[config.mk]
export PLATFORM = sky130hd
export DESIGN_NAME = interrupt_and_time_base_unit
export DESIGN_NICKNAME = d
export VERILOG_FILES = /design/src/inc/irq_tb_pkg.sv /design/src/core/interrupt_and_time_base_unit.sv
export SDC_FILE = /design/constraint.sdc
export NUM_CORES = 1
export LEC_CHECK = 0
export BUFFER_PORTS_ARGS = -buffer_cell sky130_fd_sc_hd__buf_2
export CORE_MARGIN = 1
export CORE_UTILIZATION = 29
export DETAILED_ROUTE_END_ITERATION = 7
export SYNTH_ARGS = -nofsm -noshare
export SYNTH_HDL_FRONTEND = slang
export SYNTH_SLANG_ARGS = --single-unit
[constraint.sdc]
create_clock -name clk -period 5.9 [get_ports clk]
set_input_delay 1.18 -clock clk [delete_from_list [all_inputs] [get_ports clk]]
set_output_delay 1.18 -clock clk [all_outputs]
set_load 0.01 [all_outputs]
[src/inc/irq_tb_pkg.sv]
/*
 * Shared constants and carriers for the interrupt and time base unit: register
 * offsets, field positions, source numbering, priority order and event and request carriers.
 * Assumes a 32-bit classic Wishbone register bus with 8-bit registers in the low byte.
 */
package irq_tb_pkg;

   // Register byte offsets on the 32-bit bus.
   localparam logic [7:0] OFS_CTRL0 = 8'h00;
   localparam logic [7:0] OFS_CTRL1 = 8'h04;
   localparam logic [7:0] OFS_CTRL2 = 8'h08;
   localparam logic [7:0] OFS_EDGE = 8'h0C;
   localparam logic [7:0] OFS_PSC = 8'h10;
   localparam logic [7:0] OFS_TB0 = 8'h14;
   localparam logic [7:0] OFS_TB1 = 8'h18;
   localparam logic [7:0] OFS_CARD_EN = 8'h1C;
   localparam logic [7:0] OFS_STATUS = 8'h20;
   localparam int ADDR_LSB = 2;
   localparam int ADDR_W = 8;

   // Source numbering; a lower number wins when several requests are pending.
   localparam int NSRC = 9;
   localparam int SRC_CARD = 0;
   localparam int SRC_EP = 1;
   localparam int SRC_EXT0 = 2;
   localparam int SRC_EXT1 = 3;
   localparam int SRC_UART0 = 4;
   localparam int SRC_UART1 = 5;
   localparam int SRC_PRES = 6;
   localparam int SRC_TB0 = 7;
   localparam int SRC_TB1 = 8;

   // Placement of each source's enable and flag within the three control registers.
   localparam int SRC_REG [NSRC] = '{0, 0, 0, 1, 1, 1, 1, 2, 2};
   localparam int EN_BIT [NSRC] = '{1, 2, 3, 0, 1, 2, 3, 2, 3};
   localparam int FL_BIT [NSRC] = '{4, 5, 6, 4, 5, 6, 7, 6, 7};
   localparam int GIE_BIT = 0;

   // Time base control fields and period range.
   localparam int TB_RUN_BIT = 7;
   localparam int TB_CODE_W = 3;
   localparam int TB_CNT_W = 15;
   localparam logic [TB_CNT_W-1:0] TB_FULL_MASK = 15'h7FFF;
   localparam logic [2:0] TB_CODE_MAX = 3'h7;

   // Prescaler source field and the divide-by-four counter.
   localparam int PSC_W = 2;
   localparam logic [1:0] PSC_SYS = 2'h0;
   localparam logic [1:0] PSC_SYS_DIV4 = 2'h1;
   localparam logic [1:0] DIV4_LAST = 2'h3;

   // External pin edge selector codes, two bits per pin.
   localparam int NPIN = 2;
   localparam logic [1:0] EDGE_OFF = 2'h0;
   localparam logic [1:0] EDGE_RISE = 2'h1;
   localparam logic [1:0] EDGE_FALL = 2'h2;
   localparam logic [1:0] EDGE_BOTH = 2'h3;

   localparam int NCARD_EV = 6;
   localparam int VEC_W = 4;

   // Event pulses from peripherals on the system clock.
   typedef struct packed {
      logic [NCARD_EV-1:0] card;
      logic presence;
      logic endpoint;
      logic [1:0] uart;
   } irq_events_s;

   // Request to the processor core.
   typedef struct packed {
      logic req;
      logic [VEC_W-1:0] vector;
   } core_req_s;

endpackage : irq_tb_pkg

[src/core/interrupt_and_time_base_unit.sv]
/*
 * Interrupt controller with two time bases for an 8-bit processor core.
 * Assumes event pulses on the system clock, asynchronous external pins,
 * a core that pulses its acknowledge against a standing request, and a
 * classic Wishbone master on the register bus.
 */
// Contract
// - Taking any request clears the global enable, so no nesting happens.
// - Requests arriving while blocked still set and hold their flags.
// - No request is offered or taken while the return stack is full.
// - Any flag becoming set raises wake; pre-set flags cause no wake.
// - A call needs global enable, source enable, stack not full, flag set.
// - Sources have their own vectors; shared multi-function vectors exist elsewhere.
// - Simultaneous pending requests resolve by fixed priority.
// - Any enabled card event sets the card event flag.
// - Writing any nonzero card event enable forces the card interrupt enable on.
// - Servicing the card event interrupt clears its flag.
// - Endpoint access sets the endpoint flag; servicing clears it.
// - External pins set flags on the chosen edge, or are disabled.
// - Edge code: 00 off, 01 rising, 10 falling, 11 both.
// - A pin interrupts only if enabled, selected for interrupt and an input.
// - Servicing an external interrupt clears its flag; pull-ups stay untouched.
// - Any serial port condition sets its flag; servicing clears it.
// - Card insertion or removal sets the presence flag; servicing clears it.
// - Each time base overflow sets its flag; servicing clears it.
// - Prescaler source: 00 system clock, 01 system clock over four, 1x sub-clock.
// - Time base zero runs only while its run bit 7 is one.
// - Period code 000 gives 2^8 prescaler clocks up to 111 giving 2^15.
// - Time base one has its own run bit 7 and period code alike.
// - Control register zero holds global enable at bit 0; bit 7 reads zero.
`timescale 1ns/1ns

module interrupt_and_time_base_unit (
   input wire logic clk,
   input wire logic rst,
   // Wishbone classic slave.
   input wire logic wb_cyc_i,
   input wire logic wb_stb_i,
   input wire logic wb_we_i,
   input wire logic [irq_tb_pkg::ADDR_W-1:0] wb_adr_i,
   input wire logic [3:0] wb_sel_i,
   input wire logic [31:0] wb_dat_i,
   output logic [31:0] wb_dat_o,
   output logic wb_ack_o,
   // Peripheral events and pins.
   input wire irq_tb_pkg::irq_events_s events,
   input wire logic [irq_tb_pkg::NPIN-1:0] ext_irq_pins,
   input wire logic [irq_tb_pkg::NPIN-1:0] ext_pin_func_sel,
   input wire logic [irq_tb_pkg::NPIN-1:0] ext_pin_dir_in,
   input wire logic sub_clock_tick,
   // Processor core side.
   input wire logic stack_full,
   input wire logic core_ack,
   output irq_tb_pkg::core_req_s core_req,
   output logic wake
);
   import irq_tb_pkg::*;

   // Register state.
   logic global_irq_enable_q;
   logic [NSRC-1:0] en_q;
   logic [NSRC-1:0] flag_q;
   logic [NSRC-1:0] flag_d;
   logic [2*NPIN-1:0] ext_edge_select_q;
   logic [PSC_W-1:0] prescaler_source_field_q;
   logic [NCARD_EV-1:0] card_ev_en_q;
   logic [NPIN-1:0] tb_run_q;
   logic [TB_CODE_W-1:0] tb_code_q [NPIN];

   // Bus and core output flops.
   logic ack_q;
   logic [31:0] dat_q;
   core_req_s req_q;
   logic wake_q;

   // Bus decode.
   wire access = wb_cyc_i && wb_stb_i;
   wire ack_d = access && !ack_q;
   wire wr_fire = access && wb_we_i && ack_q && wb_sel_i[0];
   wire [ADDR_W-1:0] reg_adr = {wb_adr_i[ADDR_W-1:ADDR_LSB], {ADDR_LSB{1'b0}}};
   wire [7:0] wdat = wb_dat_i[7:0];
   wire wr_ctrl0 = wr_fire && (reg_adr == OFS_CTRL0);
   wire wr_ctrl1 = wr_fire && (reg_adr == OFS_CTRL1);
   wire wr_ctrl2 = wr_fire && (reg_adr == OFS_CTRL2);
   wire wr_edge = wr_fire && (reg_adr == OFS_EDGE);
   wire wr_psc = wr_fire && (reg_adr == OFS_PSC);
   wire wr_card_en = wr_fire && (reg_adr == OFS_CARD_EN);
   wire [NPIN-1:0] wr_tb;
   assign wr_tb[0] = wr_fire && (reg_adr == OFS_TB0);
   assign wr_tb[1] = wr_fire && (reg_adr == OFS_TB1);
   wire [2:0] wr_ctrl = {wr_ctrl2, wr_ctrl1, wr_ctrl0};

   // Service handshake: the core takes the standing request unless the stack is full.
   wire ack_fire = core_ack && req_q.req && !stack_full;
   wire [NSRC-1:0] ack_clr;
   wire [NSRC-1:0] pending = flag_q & en_q & {NSRC{global_irq_enable_q}};

   // Hardware set terms, one per source.
   logic [NSRC-1:0] hw_set;
   logic [NPIN-1:0] ext_hit;
   logic [NPIN-1:0] tb_ovf;

   // Card events count only when their own enable is on.
   assign hw_set[SRC_CARD] = |(events.card & card_ev_en_q);
   assign hw_set[SRC_EP] = events.endpoint;
   assign hw_set[SRC_EXT0] = ext_hit[0];
   assign hw_set[SRC_EXT1] = ext_hit[1];
   assign hw_set[SRC_UART0] = events.uart[0];
   assign hw_set[SRC_UART1] = events.uart[1];
   assign hw_set[SRC_PRES] = events.presence;
   assign hw_set[SRC_TB0] = tb_ovf[0];
   assign hw_set[SRC_TB1] = tb_ovf[1];

   // Lowest source number among pending requests wins.
   logic [VEC_W-1:0] win_vec;
   logic win_any;
   always_comb begin
      win_vec = '0;
      win_any = 1'b0;
      for (int i = NSRC - 1; i >= 0; i--) begin
         if (pending[i]) begin
            win_vec = VEC_W'(i);
            win_any = 1'b1;
         end
      end
   end

   // Request offered to the core; withdrawn in the cycle it is taken.
   wire req_d = win_any && !stack_full && !ack_fire;

   // Per-source flag and enable update; a hardware set always beats any clear.
   genvar gs;
   generate
      for (gs = 0; gs < NSRC; gs++) begin : g_src
         wire sw_we = wr_ctrl[SRC_REG[gs]];
         assign ack_clr[gs] = ack_fire && (req_q.vector == VEC_W'(gs));
         assign flag_d[gs] = hw_set[gs] ||
                             (sw_we ? wdat[FL_BIT[gs]] : (flag_q[gs] && !ack_clr[gs]));

         always_ff @(posedge clk or posedge rst) begin
            if (rst) begin
               flag_q[gs] <= 1'b0;
            end else begin
               flag_q[gs] <= flag_d[gs];
            end
         end

         // The card enable is also forced on by a nonzero card event enable write.
         wire force_en = (gs == SRC_CARD) && wr_card_en && (|wdat[NCARD_EV-1:0]);
         always_ff @(posedge clk or posedge rst) begin
            if (rst) begin
               en_q[gs] <= 1'b0;
            end else if (force_en) begin
               en_q[gs] <= 1'b1;
            end else if (sw_we) begin
               en_q[gs] <= wdat[EN_BIT[gs]];
            end
         end
      end
   endgenerate

   // Global enable: software write wins, otherwise taking a request clears it.
   always_ff @(posedge clk or posedge rst) begin
      if (rst) begin
         global_irq_enable_q <= 1'b0;
      end else if (wr_ctrl0) begin
         global_irq_enable_q <= wdat[GIE_BIT];
      end else if (ack_fire) begin
         global_irq_enable_q <= 1'b0;
      end
   end

   // Plain configuration registers.
   always_ff @(posedge clk or posedge rst) begin
      if (rst) begin
         ext_edge_select_q <= '0;
         prescaler_source_field_q <= '0;
         card_ev_en_q <= '0;
      end else begin
         if (wr_edge) ext_edge_select_q <= wdat[2*NPIN-1:0];
         if (wr_psc) prescaler_source_field_q <= wdat[PSC_W-1:0];
         if (wr_card_en) card_ev_en_q <= wdat[NCARD_EV-1:0];
      end
   end

   // Prescaler clock enable: every cycle, every fourth cycle, or the sub-clock tick.
   logic [1:0] div4_q;
   always_ff @(posedge clk or posedge rst) begin
      if (rst) begin
         div4_q <= '0;
      end else begin
         div4_q <= div4_q + 2'h1;
      end
   end
   wire psc_tick = (prescaler_source_field_q == PSC_SYS) ? 1'b1 :
                   (prescaler_source_field_q == PSC_SYS_DIV4) ? (div4_q == DIV4_LAST) :
                   sub_clock_tick;

   // External pins: synchronise, detect edges, qualify by enable, mux and direction.
   logic [NPIN-1:0] pin_s1_q;
   logic [NPIN-1:0] pin_s2_q;
   logic [NPIN-1:0] pin_prev_q;
   always_ff @(posedge clk or posedge rst) begin
      if (rst) begin
         pin_s1_q <= '0;
         pin_s2_q <= '0;
         pin_prev_q <= '0;
      end else begin
         pin_s1_q <= ext_irq_pins;
         pin_s2_q <= pin_s1_q;
         pin_prev_q <= pin_s2_q;
      end
   end

   // Pull-high selections live in the port logic and are left as they are here.
   genvar gp;
   generate
      for (gp = 0; gp < NPIN; gp++) begin : g_pin
         localparam int SRC_IDX = (gp == 0) ? SRC_EXT0 : SRC_EXT1;
         wire [1:0] sel = ext_edge_select_q[2*gp +: 2];
         wire rise = pin_s2_q[gp] && !pin_prev_q[gp];
         wire fall = !pin_s2_q[gp] && pin_prev_q[gp];
         wire edge_ok = ((sel == EDGE_RISE) && rise) || ((sel == EDGE_FALL) && fall) ||
                        ((sel == EDGE_BOTH) && (rise || fall));
         wire pin_live = en_q[SRC_IDX] && ext_pin_func_sel[gp] && ext_pin_dir_in[gp];
         assign ext_hit[gp] = edge_ok && pin_live && (sel != EDGE_OFF);
      end
   endgenerate

   // Time bases: a divider counts prescaler ticks up to a power-of-two period.
   logic [TB_CNT_W-1:0] tb_cnt_q [NPIN];
   genvar gt;
   generate
      for (gt = 0; gt < NPIN; gt++) begin : g_tb
         wire [TB_CNT_W-1:0] last = TB_FULL_MASK >> (TB_CODE_MAX - tb_code_q[gt]);
         wire step = tb_run_q[gt] && psc_tick;
         assign tb_ovf[gt] = step && (tb_cnt_q[gt] == last);

         always_ff @(posedge clk or posedge rst) begin
            if (rst) begin
               tb_run_q[gt] <= 1'b0;
               tb_code_q[gt] <= '0;
            end else if (wr_tb[gt]) begin
               tb_run_q[gt] <= wdat[TB_RUN_BIT];
               tb_code_q[gt] <= wdat[TB_CODE_W-1:0];
            end
         end

         // A control write restarts the count so the next period is whole.
         always_ff @(posedge clk or posedge rst) begin
            if (rst) begin
               tb_cnt_q[gt] <= '0;
            end else if (wr_tb[gt] || tb_ovf[gt]) begin
               tb_cnt_q[gt] <= '0;
            end else if (step) begin
               tb_cnt_q[gt] <= tb_cnt_q[gt] + 15'h0001;
            end
         end
      end
   endgenerate

   // Control register images built from the per-source table.
   logic [7:0] rd_ctrl [3];
   always_comb begin
      for (int r = 0; r < 3; r++) begin
         rd_ctrl[r] = 8'h00;
      end
      for (int i = 0; i < NSRC; i++) begin
         rd_ctrl[SRC_REG[i]][EN_BIT[i]] = en_q[i];
         rd_ctrl[SRC_REG[i]][FL_BIT[i]] = flag_q[i];
      end
      rd_ctrl[0][GIE_BIT] = global_irq_enable_q;
   end

   // Read selection; unmapped addresses read zero.
   logic [7:0] rd_byte;
   always_comb begin
      unique case (reg_adr)
         OFS_CTRL0: rd_byte = rd_ctrl[0];
         OFS_CTRL1: rd_byte = rd_ctrl[1];
         OFS_CTRL2: rd_byte = rd_ctrl[2];
         OFS_EDGE: rd_byte = {4'h0, ext_edge_select_q};
         OFS_PSC: rd_byte = {6'h00, prescaler_source_field_q};
         OFS_TB0: rd_byte = {tb_run_q[0], 4'h0, tb_code_q[0]};
         OFS_TB1: rd_byte = {tb_run_q[1], 4'h0, tb_code_q[1]};
         OFS_CARD_EN: rd_byte = {2'h0, card_ev_en_q};
         OFS_STATUS: rd_byte = {req_q.req, stack_full, 2'h0, req_q.vector};
         default: rd_byte = 8'h00;
      endcase
   end

   // Bus answer: ack one cycle after the strobe, read data captured with it.
   always_ff @(posedge clk or posedge rst) begin
      if (rst) begin
         ack_q <= 1'b0;
         dat_q <= '0;
      end else begin
         ack_q <= ack_d;
         if (ack_d) dat_q <= {24'h000000, rd_byte};
      end
   end

   // Core request and wake flops; wake marks any flag newly set this cycle.
   always_ff @(posedge clk or posedge rst) begin
      if (rst) begin
         req_q <= '0;
         wake_q <= 1'b0;
      end else begin
         req_q.req <= req_d;
         if (req_d) req_q.vector <= win_vec;
         wake_q <= |(flag_d & ~flag_q);
      end
   end

   assign wb_ack_o = ack_q;
   assign wb_dat_o = dat_q;
   assign core_req = req_q;
   assign wake = wake_q;

endmodule : interrupt_and_time_base_unit

# Yosys cells after proc, flatten, opt, wreduce, memory -nomap -nowiden
# Index checks and enable logic that the tools add are counted.
# Widths: inputs -> output; s select.
# totals
output_inout_bits	39
in_bits	68
register_bits	92
word_cells	216
# classes
bitwise	5
n_eq_ne	26
shifts	2
n_reduce_logical	103
add_sub_neg	5
n_mux	38
# op_table
op	count
$pmux 8 s9	1
$mux 15	4
$logic_and 1x1->1	58
$mux 4	9
$add 15x1->15 const B	2
$eq 15x15->1	2
$shr 15x3->15 const A	2
$and 9x9->9	3
$eq 6x3->1 const B	4
$mux 1	24
$logic_or 1x1->1	17
$eq 4x3->1 const B	4
$logic_not 1->1	16
$eq 6x2->1 const B	2
$reduce_bool 2->1	6
$reduce_or 6->1	2
$eq 2x2->1 const B	5
$not 9->9	1
$reduce_or 9->1	1
$eq 4x2->1 const B	2
$logic_not 8->1	1
$and 6x6->6	1
$eq 2x1->1 const B	3
$eq 6x1->1 const B	1
7 further kinds	8

# Longest topological paths before layout
# Gate-level depths: netlist of run 1.
# logic_depth
word_depth	13
depth_mapped	8
ltp_nobuf	7

# Worst setup path before layout of run 1
# No wires, ideal clock.
# synth_path
path_kind	input -> register
startpoint	input port wb_adr_i[5] (netlist bit)
endpoint	register en_q[4]
t_required_ns	5.775
slack_ns	3.239
cell_stages	5
arrival_time_ns	2.536
path_buffers	2
setup_time_ns	0.125
cell_sequence	or4_1 buf_2 nor3_4 buf_6 mux2_2
# synth_via
elab_chain_len	2
# synth_rtl
item	line_no	source
start: declaration	interrupt_and_time_base_unit.sv:40	input wire logic [irq_tb_pkg::ADDR_W-1:0] wb_adr_i,
$eq 6x1->1	interrupt_and_time_base_unit.sv:83	wire wr_ctrl1 = wr_fire && (reg_adr == OFS_CTRL1);
$logic_and 1x1->1	interrupt_and_time_base_unit.sv:83	
end signal: indexed assignment	interrupt_and_time_base_unit.sv:156	en_q[gs] <= wdat[EN_BIT[gs]];
end: declaration	interrupt_and_time_base_unit.sv:61	logic [NSRC-1:0] en_q;
# No other way between the ends.
# A chain may end at the register's enable or synchronous reset.

# Worst setup path after layout of run 1
# layout_path
startpoint	input port events[0] (netlist bit)
endpoint	register wake_q, in the netlist wake
# layout_via
elab_chain_len	3
# layout_rtl
item	line_no	source
start: declaration	interrupt_and_time_base_unit.sv:46	input wire irq_tb_pkg::irq_events_s events,
$logic_or 1x1->1	interrupt_and_time_base_unit.sv:137	assign flag_d[gs] = hw_set[gs] ||
$and 9x9->9	interrupt_and_time_base_unit.sv:311	wake_q <= |(flag_d & ~flag_q);
$reduce_or 9->1	interrupt_and_time_base_unit.sv:311	
end signal: assignment	interrupt_and_time_base_unit.sv:311	
end: declaration	interrupt_and_time_base_unit.sv:74	logic wake_q;
# No other way between the ends.

==> run metrics, run 1 <==
status complete, no violations; RSZ-0062 raised after global routing no; slowest cell on the critical path a2111oi_0; row cnt 49; routability cong. 0.920; combinational family with the most area after synthesis simple AND/OR/NAND/NOR gates; Final Hold Vio Count 0; fin cells 834; Post-Synth Simple-Gate Area 23.1%; Finish-stage setup viols 0; Die H 137 um; multiplexer area fraction after synthesis 6.67%; Post-Place Cells 819; Reg clk slew, reported paths 0.06 ns; total number of vias 4344; FILL cells 1872; Crit path arrival time 3.30 ns; Die X-Extent 137 um; share of layout cells above drive strength 1 17.2%; Post-synth top flop dfrtp_1; final core occ 33.1%; Crit path required time 6.08 ns; synth warn 0; Top delay family on crit path compound AO/OA/AOI/OAI gates; nature of the critical path endpoint register; Syn-to-layout area delta 12.2%; crit path cell chain buf_2 > nor2b_1 > a2111oi_0 > o221ai_1 > a2111oi_0 > o211ai_1; Max stage delay on crit path 0.71 ns; crit-path max FO 2; Avg Synthesized Cell Area 9.46 um^2; GRT overflow 0; CTS Buffer Depth 2; most frequent CP cell a2111oi_0; crit share post-route 52.8%; Leakage 2.72 nW; WL per Instance 16.1 um; total design power 1.30 mW; xor-xnor portion of the synthesized cell area 4.47%; WL final 13400 um; achievable frequency 0.321 GHz; mapped cell area 5290 um^2; post-route setup TNS 0 ns; unique cell type count in the Yosys netlist 64; Die ar. 18800 um^2; actual slew at the worst max-slew pin 0.877 ns; # DRC 0; CTS root buffer clkbuf_16; drt first pass iters 6; largest net degree at the start of global routing 60; clock skew after layout 0.00831 ns; clk sink count 92; Initial Utilization 29.5%; post-DP HPWL 9870 um; Synth area leaders dfrtp_1 44%, nand2_1 5.0%, mux2_2 4.7%; Buf+Inv Stages, Crit Path 1; Seq/Total Area, Yosys 43.5%; Cell Pwr Density 219 nW/um^2; first-pass GRT wire length 21900 um; CTS resizes 0; Antenna Cells 0; Post-CTS Setup Bufs 0; number of vias per cell 5.21; cts hold-fix bufs 0; total clock buffers created by CTS 9; H-tree depth 3; Starting DRT DRC Count 311; pins over their slew limit 0; Final min period 3.12 ns; initial antenna violation count 1; number of flops mapped to enable cells by yosys 0; Synth Area in Compound Gates 12.9%; Post-DRT Antenna Nets 0; crit path kind primary input to register; Synth async-reset ratio 100%; worst hold path class register to register; port bufs 53; Post-Synth Adder-Cell Area 1.66%; Worst Setup Start Kind primary input; maximum resistive drop on vdd 0.000140 V; final-stage net count 676; area leader, netlist dfrtp_1; headroom to the max-slew limit 41.2%; GRT Total Usage 15.3%; Max Cap Viol 0; top-area cell type share of the netlist area 43.5%; Post-Synthesis Cells 559; Core ar. 17900 um^2; Boundary Pins 107; Worst-Skew Late Latency 0.35 ns; vias in the first global route 4040; TritonCTS clock tree yes; register bit total from synthesis 92
state kept, by name, indices dropped and copies added, names as in the netlist:
signal / cells
card_ev_en_q: 6
prescaler_source_field_q: 2
ext_edge_select_q: 4
core_req: 5
wb_dat_o: 8
tb_run_q: 2
tb_cnt_q: 30
flag_q: 9
global_irq_enable_q: 1
div4_q: 2
en_q: 9
tb_code_q: 6
pin_prev_q: 2
wake: 1
pin_s1_q: 2
wb_ack_o: 1
pin_s2_q: 2
area by class of cell:
class	count	area, um^2	share of cell area, %
Clock buffer	13	250	4.22
Sequential cell	92	2300	38.8
Timing Repair Buffer	56	288	4.85
Inverter	27	104	1.75
Multi-Input combinational cell	415	2670	45.0
Clock inverter	2	35.0	0.590
Tap cell	229	287	4.83
stage by stage:
stage | area (um^2) | setup WS [ns] | hold WS [ns]
6_report | 5930 | 2.78 | 0.346
5_1_grt | 5930 | 2.76 | 0.359
4_1_cts | 5930 | 2.85 | 0.354
3_5_place_dp | 5650 | 2.48 | 0.342
3_3_place_gp | 5650 | 2.51 | 0.332
2_1_floorplan | 5370 | 2.33 | 0.331
cells in the final DEF, fill, tap and decap left out, types with 7 or more instances in the layout:
| cell | n |
|---|---|
| a21oi_1 | 15 |
| nor3_1 | 16 |
| or3_1 | 9 |
| inv_1 | 26 |
| nand4_1 | 11 |
| nor4_1 | 11 |
| conb_1 | 24 |
| a22oi_1 | 7 |
| nor2b_1 | 8 |
| dfrtp_1 | 92 |
| nor2_1 | 45 |
| o21ai_0 | 16 |
| xnor2_1 | 23 |
| mux2_2 | 22 |
| and3_1 | 13 |
| nand2_1 | 71 |
| nand3_1 | 17 |
| a31oi_1 | 7 |
| ha_1 | 7 |
| buf_2 | 53 |
| clkbuf_16 | 9 |
where the power goes:
group	internal, mW	leakage (nW)	switching (mW)
logic	0.0256	1.35	0.0542
registers	0.641	1.23	0.0103
clock network	0.337	0.140	0.232
cell families after synthesis:
logic type      after synthesis
compound gates               93
xor+xnor                     27
fa+ha+maj                     7
buf+inv                      75
flops                        92
mux                          30
other cells                   1
simple gates                234
Yosys cell counts (all sizes together) (2+ instances only):
master and instances:
nor4 12, a211o 3, a21boi 3, a221oi 4, nand2 71, a221o 6, mux2 22, nor2b 8
and4 2, nor3 18, a22oi 7, or2 2, and2 3, nand2b 4, xor2 4, mux4 2
nand3b 4, clkbuf 11, a21oi 15, nand3 18, xnor2 23, and3 13, o41ai 3, or4 4
mux2i 6, nand4 11, or3 9, a311oi 4, o221ai 2, nor2 45, nor4b 4, a31oi 7
dfrtp 92, a2111oi 2, buf 37, inv 27, o21ai 16, ha 7, a21o 2, and3b 2
o211ai 5, a22o 5, nand4b 2
routing by layer:
layer  routed length (um)  share of wire (%)  global-route usage [%]
met1                 6030                 45                    19.9
met2                 6340                 47                    24.8
met5                   13              0.097                       0
met3                  855                6.4                    4.19
met4                  196                1.5                    4.33
worst paths after layout:
kind,cells past startpoint,end,slack [ns],from
max in group asynchronous,3,wb_dat_o[1]$_DFFE_PP0P_,3.95,rst
min in group asynchronous,2,tb_cnt_q[21]$_DFFE_PP0P_,0.84,rst
hold / removal,0,pin_s2_q[1]$_DFF_PP0_,0.35,pin_s1_q[1]$_DFF_PP0_
setup reg to reg,5,wake$_DFF_PP0_,3.31,flag_q[4]$_DFF_PP0_
hold reg to reg,0,pin_s2_q[1]$_DFF_PP0_,0.35,pin_s1_q[1]$_DFF_PP0_
setup / recovery,6,wake$_DFF_PP0_,2.78,events[0]
worst reg2reg max path, stage by stage, from the launching register on:
cell and delay, ns:
dfrtp_1 0.46, nor2b_1 0.07, a2111oi_0 0.71, o221ai_1 0.28
a2111oi_0 0.67, o211ai_1 0.23
(Power assumes the default switching activity.)
==> run 2, diff against run 1 <==
==> constraint.sdc (replaced) <==
create_clock -name clk -period 2.75 [get_ports clk]
set_input_delay 0.55 -clock clk [delete_from_list [all_inputs] [get_ports clk]]
set_output_delay 0.55 -clock clk [all_outputs]
set_load 0.01 [all_outputs]
==> run 2 against run 1 <==
  * Non-clock buffer count up 9
  * Global-route usage about the same
  * Die area unchanged
  * First-iteration DRC count down 10%
  * Via count down 1.6%
  * Clock skew down 0.0019 ns
  * Combinational power up 130%
  * Cell area up 2.0%
  * Worst hold slack worse by 0.042 ns
==> run metrics, run 2 (synthesis gave the netlist of run 1 again) <==
H-tree depth 3 (unchanged); initial antenna violation count 0 (-1); most frequent CP cell a2111oi_0; clock skew after layout 0.00642 ns (-0.00190 ns); number of vias per cell 5.06 (-2.8%); CP Depth 5 (-1); routability cong. 0.884 (-3.9%); Post-DRT Antenna Nets 0 (unchanged); Reg clk slew, reported paths 0.07 ns (about the same); CTS Buffer Depth 2 (unchanged); RSZ-0062 raised after global routing no; share of layout cells above drive strength 1 19.0% (+1.8 points); crit-path max FO 6 (+4); min-delay src ext_irq_pins[0]; crit path kind register to register; Die X-Extent 137 um (unchanged); Die ar. 18800 um^2 (unchanged); WL per Instance 16.0 um (-0.91%); post-DP HPWL 9870 um (about the same); Max stage delay on crit path 0.54 ns (-0.17 ns); status complete, no violations; Antenna Cells 0 (unchanged); total clock buffers created by CTS 9 (unchanged); Worst setup startpoint flag_q[4]$_DFF_PP0_; Largest regs tb_cnt_q x30, en_q x9, flag_q x9; Initial Utilization 29.5% (unchanged); most flop-heavy register tb_cnt_q; crit share post-route 80.8%; Post-CTS Setup Bufs 0 (unchanged); reg2reg end wake$_DFF_PP0_; Cell Pwr Density 484 nW/um^2 (+120%); top sig layer met4; Worst Reg2Reg Path Length in Cells 5 (unchanged); M1 WL 6140 um (+2.0%); Boundary Pins 107 (unchanged); # DRC 0 (unchanged); nature of the critical path endpoint register; Worst Setup Start Kind register; CTS resizes 0 (unchanged); WL final 13500 um (+0.28%); worst flop-to-flop path startpoint flag_q[4]$_DFF_PP0_; CTS root buffer clkbuf_16; pins over their slew limit 0 (unchanged); Final min period 2.22 ns; FF-to-FF setup slack 0.53 ns (-2.78 ns); vias in the first global route 4027 (-0.32%); final-stage net count 685 (+1.3%); final core occ 33.8% (+0.67 points); TritonCTS clock tree yes; Worst-Skew Late Latency 0.35 ns (about the same); GRT Total Usage 15.3% (-0.036 points); clk sink count 92 (unchanged); cts hold-fix bufs 0 (unchanged); Buf+Inv Stages, Crit Path 0 (-1); Core ar. 17900 um^2 (unchanged); Syn-to-layout area delta 14.5%; worst hold path class primary input to register; max FFs per register 30 (unchanged); crit path cell chain nor2b_1 > a2111oi_0 > o221ai_1 > a2111oi_0 > o211ai_1; first-pass GRT wire length 21700 um (-0.98%); drt first pass iters 5 (-1); Critical Path End wake$_DFF_PP0_; most frequent cells in the layout 92 x dfrtp_1, 71 x nand2_1, 53 x buf_2; Max Cap Viol 0 (unchanged); Top delay family on crit path compound AO/OA/AOI/OAI gates; Crit path required time 2.94 ns (-3.14 ns); post-route setup TNS 0 ns (unchanged); met3 wire len 796 um (-6.9%); Crit path arrival time 2.41 ns (-0.89 ns); Final Hold Vio Count 0 (unchanged); actual slew at the worst max-slew pin 0.553 ns (-0.324 ns); achievable frequency 0.450 GHz; Starting DRT DRC Count 280 (-10%); maximum resistive drop on vdd 0.000257 V (+83%); Finish-stage setup viols 0 (unchanged); port bufs 53 (unchanged); largest net degree at the start of global routing 93 (+55%); most common library cell in the layout ignoring fill and taps dfrtp_1; Leakage 2.78 nW (+2.3%); headroom to the max-slew limit 62.2% (+21 points); met2 wire len 6320 um (-0.44%); total number of vias 4274 (-1.6%); row cnt 49 (unchanged); Die H 137 um (unchanged); GRT overflow 0 (unchanged); slowest cell on the critical path a2111oi_0
run 2: final cells by class:
cell class / instances / area (um^2)
Clock buffer: 9 / 225
Timing Repair Buffer: 65 / 368
Clock inverter: 7 / 98.8
Sequential cell: 92 / 2300
Inverter: 27 / 105
Multi-Input combinational cell: 415 / 2670
Tap cell: 229 / 287
Fill cell: 1891 / 11800
run 2: through the flow:
stage | instances | setup slack (ns) | power (mW) | hold WS, ns | instance area [um^2]
2_1_floorplan | 582 | 0.719 | 1.54 | 0.331 | 5380
5_1_grt | 844 | 0.455 | 3.05 | 0.289 | 6050
3_5_place_dp | 828 | 0.362 | 1.60 | 0.335 | 5730
6_report | 844 | 0.527 | 2.93 | 0.303 | 6050
3_3_place_gp | 828 | 0.342 | 1.60 | 0.333 | 5730
4_1_cts | 844 | 0.583 | 2.98 | 0.293 | 6050
run 2: how the worst min path moves through the flow:
stage / end / slack, ns / depth (start not counted)
global route: pin_s1_q[0]$_DFF_PP0_ / 0.29 / 1
finish: pin_s1_q[0]$_DFF_PP0_ / 0.30 / 1
floorplan: pin_s2_q[0]$_DFF_PP0_ / 0.33 / 0
CTS: pin_s1_q[0]$_DFF_PP0_ / 0.29 / 1
detailed placement: pin_s2_q[0]$_DFF_PP0_ / 0.33 / 0
global placement: pin_s2_q[1]$_DFF_PP0_ / 0.33 / 0
run 2: layer usage:
metal | global-route usage, % | vias up
li1 | - | 2063
met1 | 19.7 | 2074
met2 | 24.9 | 122
met3 | 3.52 | 15
met4 | 5.43 | 0
met5 | 0 | -
run 2: where the power goes:
part / switching [mW] / internal (mW) / total (mW)
registers: 0.0205 / 1.37 / 1.39
clock network: 0.553 / 0.803 / 1.36
logic: 0.119 / 0.0607 / 0.180
total: 0.693 / 2.24 / 2.93
==> run 3, diff against run 2 <==
==> constraint.sdc (replaced) <==
create_clock -name clk -period 2.2 [get_ports clk]
set_input_delay 0.44 -clock clk [delete_from_list [all_inputs] [get_ports clk]]
set_output_delay 0.44 -clock clk [all_outputs]
set_load 0.01 [all_outputs]
==> run 3 against run 2 <==
  * Final cell count grew 3.0%
  * Worst hold slack lost 0.11 ns
  * Critical path depth is the same
  * Total power grew 29%
  * Flip-flop and latch count is the same
  * Routed wire length grew 4.6%
  * First-iteration DRC count grew 31%
  * Cell area grew 3.6%
  * Count of clock-buffer cells in the layout is the same
  * Fmax grew 8.6%
==> run metrics, run 3 (synthesis gave the netlist of run 1 again) <==
status complete, no violations; hold worst-path end pin_s1_q[1]$_DFF_PP0_; port bufs 53 (unchanged); total design power 3.78 mW (+29%); final core occ 35.0% (+1.2 points); Crit path required time 2.46 ns (-0.48 ns); Worst-Skew Late Latency 0.36 ns (about the same); Die X-Extent 137 um (unchanged); clk sink count 92 (unchanged); routability cong. 0.869 (-1.8%); post-route setup TNS 0 ns (unchanged); crit share post-route 93.1% (+12 points); GRT overflow 0 (unchanged); FF-to-FF setup slack 0.15 ns (-0.37 ns); Final min period 2.05 ns (-0.175 ns); reg2reg end wake$_DFF_PP0_; Starting DRT DRC Count 368 (+31%); Post-Place Cells 853 (+3.0%); dpl ws -0.0416 ns (-0.403 ns); met3 wire len 823 um (+3.4%); Core ar. 17900 um^2 (unchanged); headroom to the max-slew limit 63.2% (+0.98 points); Post-DRT Antenna Nets 0 (unchanged); Crit path arrival time 2.31 ns (-0.10 ns); sequential power share 46.1% (-1.5 points); first-pass GRT wire length 22700 um (+4.4%); Antenna Cells 0 (unchanged); Max Cap Viol 0 (unchanged); Max stage delay on crit path 0.54 ns (about the same); H-tree depth 3 (unchanged); NetSw 871 uW (+26%); pins over their slew limit 0 (unchanged); Worst Reg2Reg Path Length in Cells 5 (unchanged); most frequent cells in the layout 92 x dfrtp_1, 71 x nand2_1, 53 x buf_2; Worst Setup Start Kind register; vias in the first global route 4200 (+4.3%); Post-CTS Setup Bufs 0 (unchanged); min-delay src ext_irq_pins[1]; achievable frequency 0.488 GHz (+8.6%); Worst Setup Slack, final 0.153 ns (-0.375 ns); final-stage net count 710 (+3.6%); largest net degree at the start of global routing 93 (unchanged); Largest regs tb_cnt_q x30, en_q x9, flag_q x9; fin area 6270 um^2 (+3.6%); CTS resizes 0 (unchanged); Int Pwr 2.91 mW (+30%); initial antenna violation count 0 (unchanged); Buf+Inv Stages, Crit Path 0 (unchanged); maximum resistive drop on vdd 0.000416 V (+62%); Boundary Pins 107 (unchanged); total number of vias 4408 (+3.1%); clock skew after layout 0.0104 ns (+0.00395 ns); fin cells 869 (+3.0%); most flop-heavy register tb_cnt_q; Cell Pwr Density 603 nW/um^2 (+25%); # DRC 0 (unchanged); crit path cell chain nand2_1 > a211o_1 > a22o_1 > or4_1 > o211ai_1; Finish-stage setup viols 0 (unchanged); actual slew at the worst max-slew pin 0.539 ns (-0.0144 ns); WL per Instance 16.2 um (+1.6%); TritonCTS clock tree yes; Clock power frac 47.6% (+1.3 points); Initial Utilization 29.5% (unchanged); max FFs per register 30 (unchanged); CTS Buffer Depth 2 (unchanged); slowest cell on the critical path dfrtp_1; Top delay family on crit path compound AO/OA/AOI/OAI gates; Die H 137 um (unchanged); number of vias per cell 5.07 (+0.17%); nature of the critical path endpoint register; worst flop-to-flop path startpoint tb_code_q[1]$_DFFE_PP0P_; share of layout cells above drive strength 1 22.2% (+3.2 points); crit-path max FO 12 (+6); combinational power share 6.3% (+0.2 points); most common library cell in the layout ignoring fill and taps dfrtp_1; Leakage 2.92 nW (+4.9%); CTS root buffer clkbuf_16; Hold Crit Depth 1 (unchanged); final hold slack 0.195 ns (-0.108 ns); Placed Area 5930 um^2 (+3.5%); Syn-to-layout area delta 18.6%; met2 wire len 6640 um (+5.2%); Reg clk slew, reported paths 0.07 ns (about the same); M1 WL 6430 um (+4.6%); cts hold-fix bufs 0 (unchanged); crit path kind register to register; worst hold path class primary input to register; drt first pass iters 5 (unchanged); top sig layer met4; GRT Total Usage 16.0% (+0.70 points); RSZ-0062 raised after global routing no; WL final 14100 um (+4.6%); post-DP HPWL 10200 um (+3.7%); Final Hold Vio Count 0 (unchanged); row cnt 49 (unchanged); Die ar. 18800 um^2 (unchanged); total clock buffers created by CTS 9 (unchanged); switching share of total power 23.0% (-0.61 points)
==> run 3: cell count changes in the layout (fill, tap and decap cells not counted) <==
cell	delta
buf_4	+24
clkinv_4	-1
buf_12	+1
clkinvlp_4	-1
bufinv_16	+1
inv_6	-1
clkinv_2	+2
==> run 3: final cells by class <==
cell class	instances	area [um^2]
Tap cell	229	287
Sequential cell	92	2300
Clock inverter	7	114
Inverter	27	105
Clock buffer	9	225
Timing Repair Buffer	90	568
Fill cell	1864	11600
Multi-Input combinational cell	415	2670
==> run 3: power groups by stage <==
| stage | sequential (mW) | combinational [mW] | clock, mW |
|---|---|---|---|
| floorplan | 1.77 | 0.157 | 0 |
| global placement | 1.77 | 0.237 | 0 |
| detailed placement | 1.77 | 0.240 | 0 |
| CTS | 1.74 | 0.242 | 1.85 |
| global route | 1.74 | 0.267 | 1.91 |
| finish | 1.74 | 0.239 | 1.80 |
==> run 3: worst max path at each step <==
stage	start	end	slack, ns	depth (start not counted)
floorplan	wb_adr_i[5]	en_q[4]$_DFFE_PP0P_	0.28	5
global placement	events[0]	wake$_DFF_PP0_	0.004	7
detailed placement	events[0]	wake$_DFF_PP0_	-0.04	7
CTS	tb_code_q[1]$_DFFE_PP0P_	wake$_DFF_PP0_	0.13	5
global route	tb_code_q[1]$_DFFE_PP0P_	wake$_DFF_PP0_	0.03	5
finish	tb_code_q[1]$_DFFE_PP0P_	wake$_DFF_PP0_	0.15	5
==> run 3: layer usage <==
layer	global-route usage, %	up-vias
li1	-	2110
met1	21.5	2136
met2	25.3	146
met3	3.96	16
met4	4.64	0
met5	0	-
==> run 3: worst reg2reg max path: cells and delay by family, from the launching register on <==
| kind | cells | cell delay [ns] |
|---|---|---|
| DFF | 1 | 0.54 |
| and+or+nand+nor | 2 | 0.67 |
| AOI/OAI and AO/OA | 3 | 0.74 |
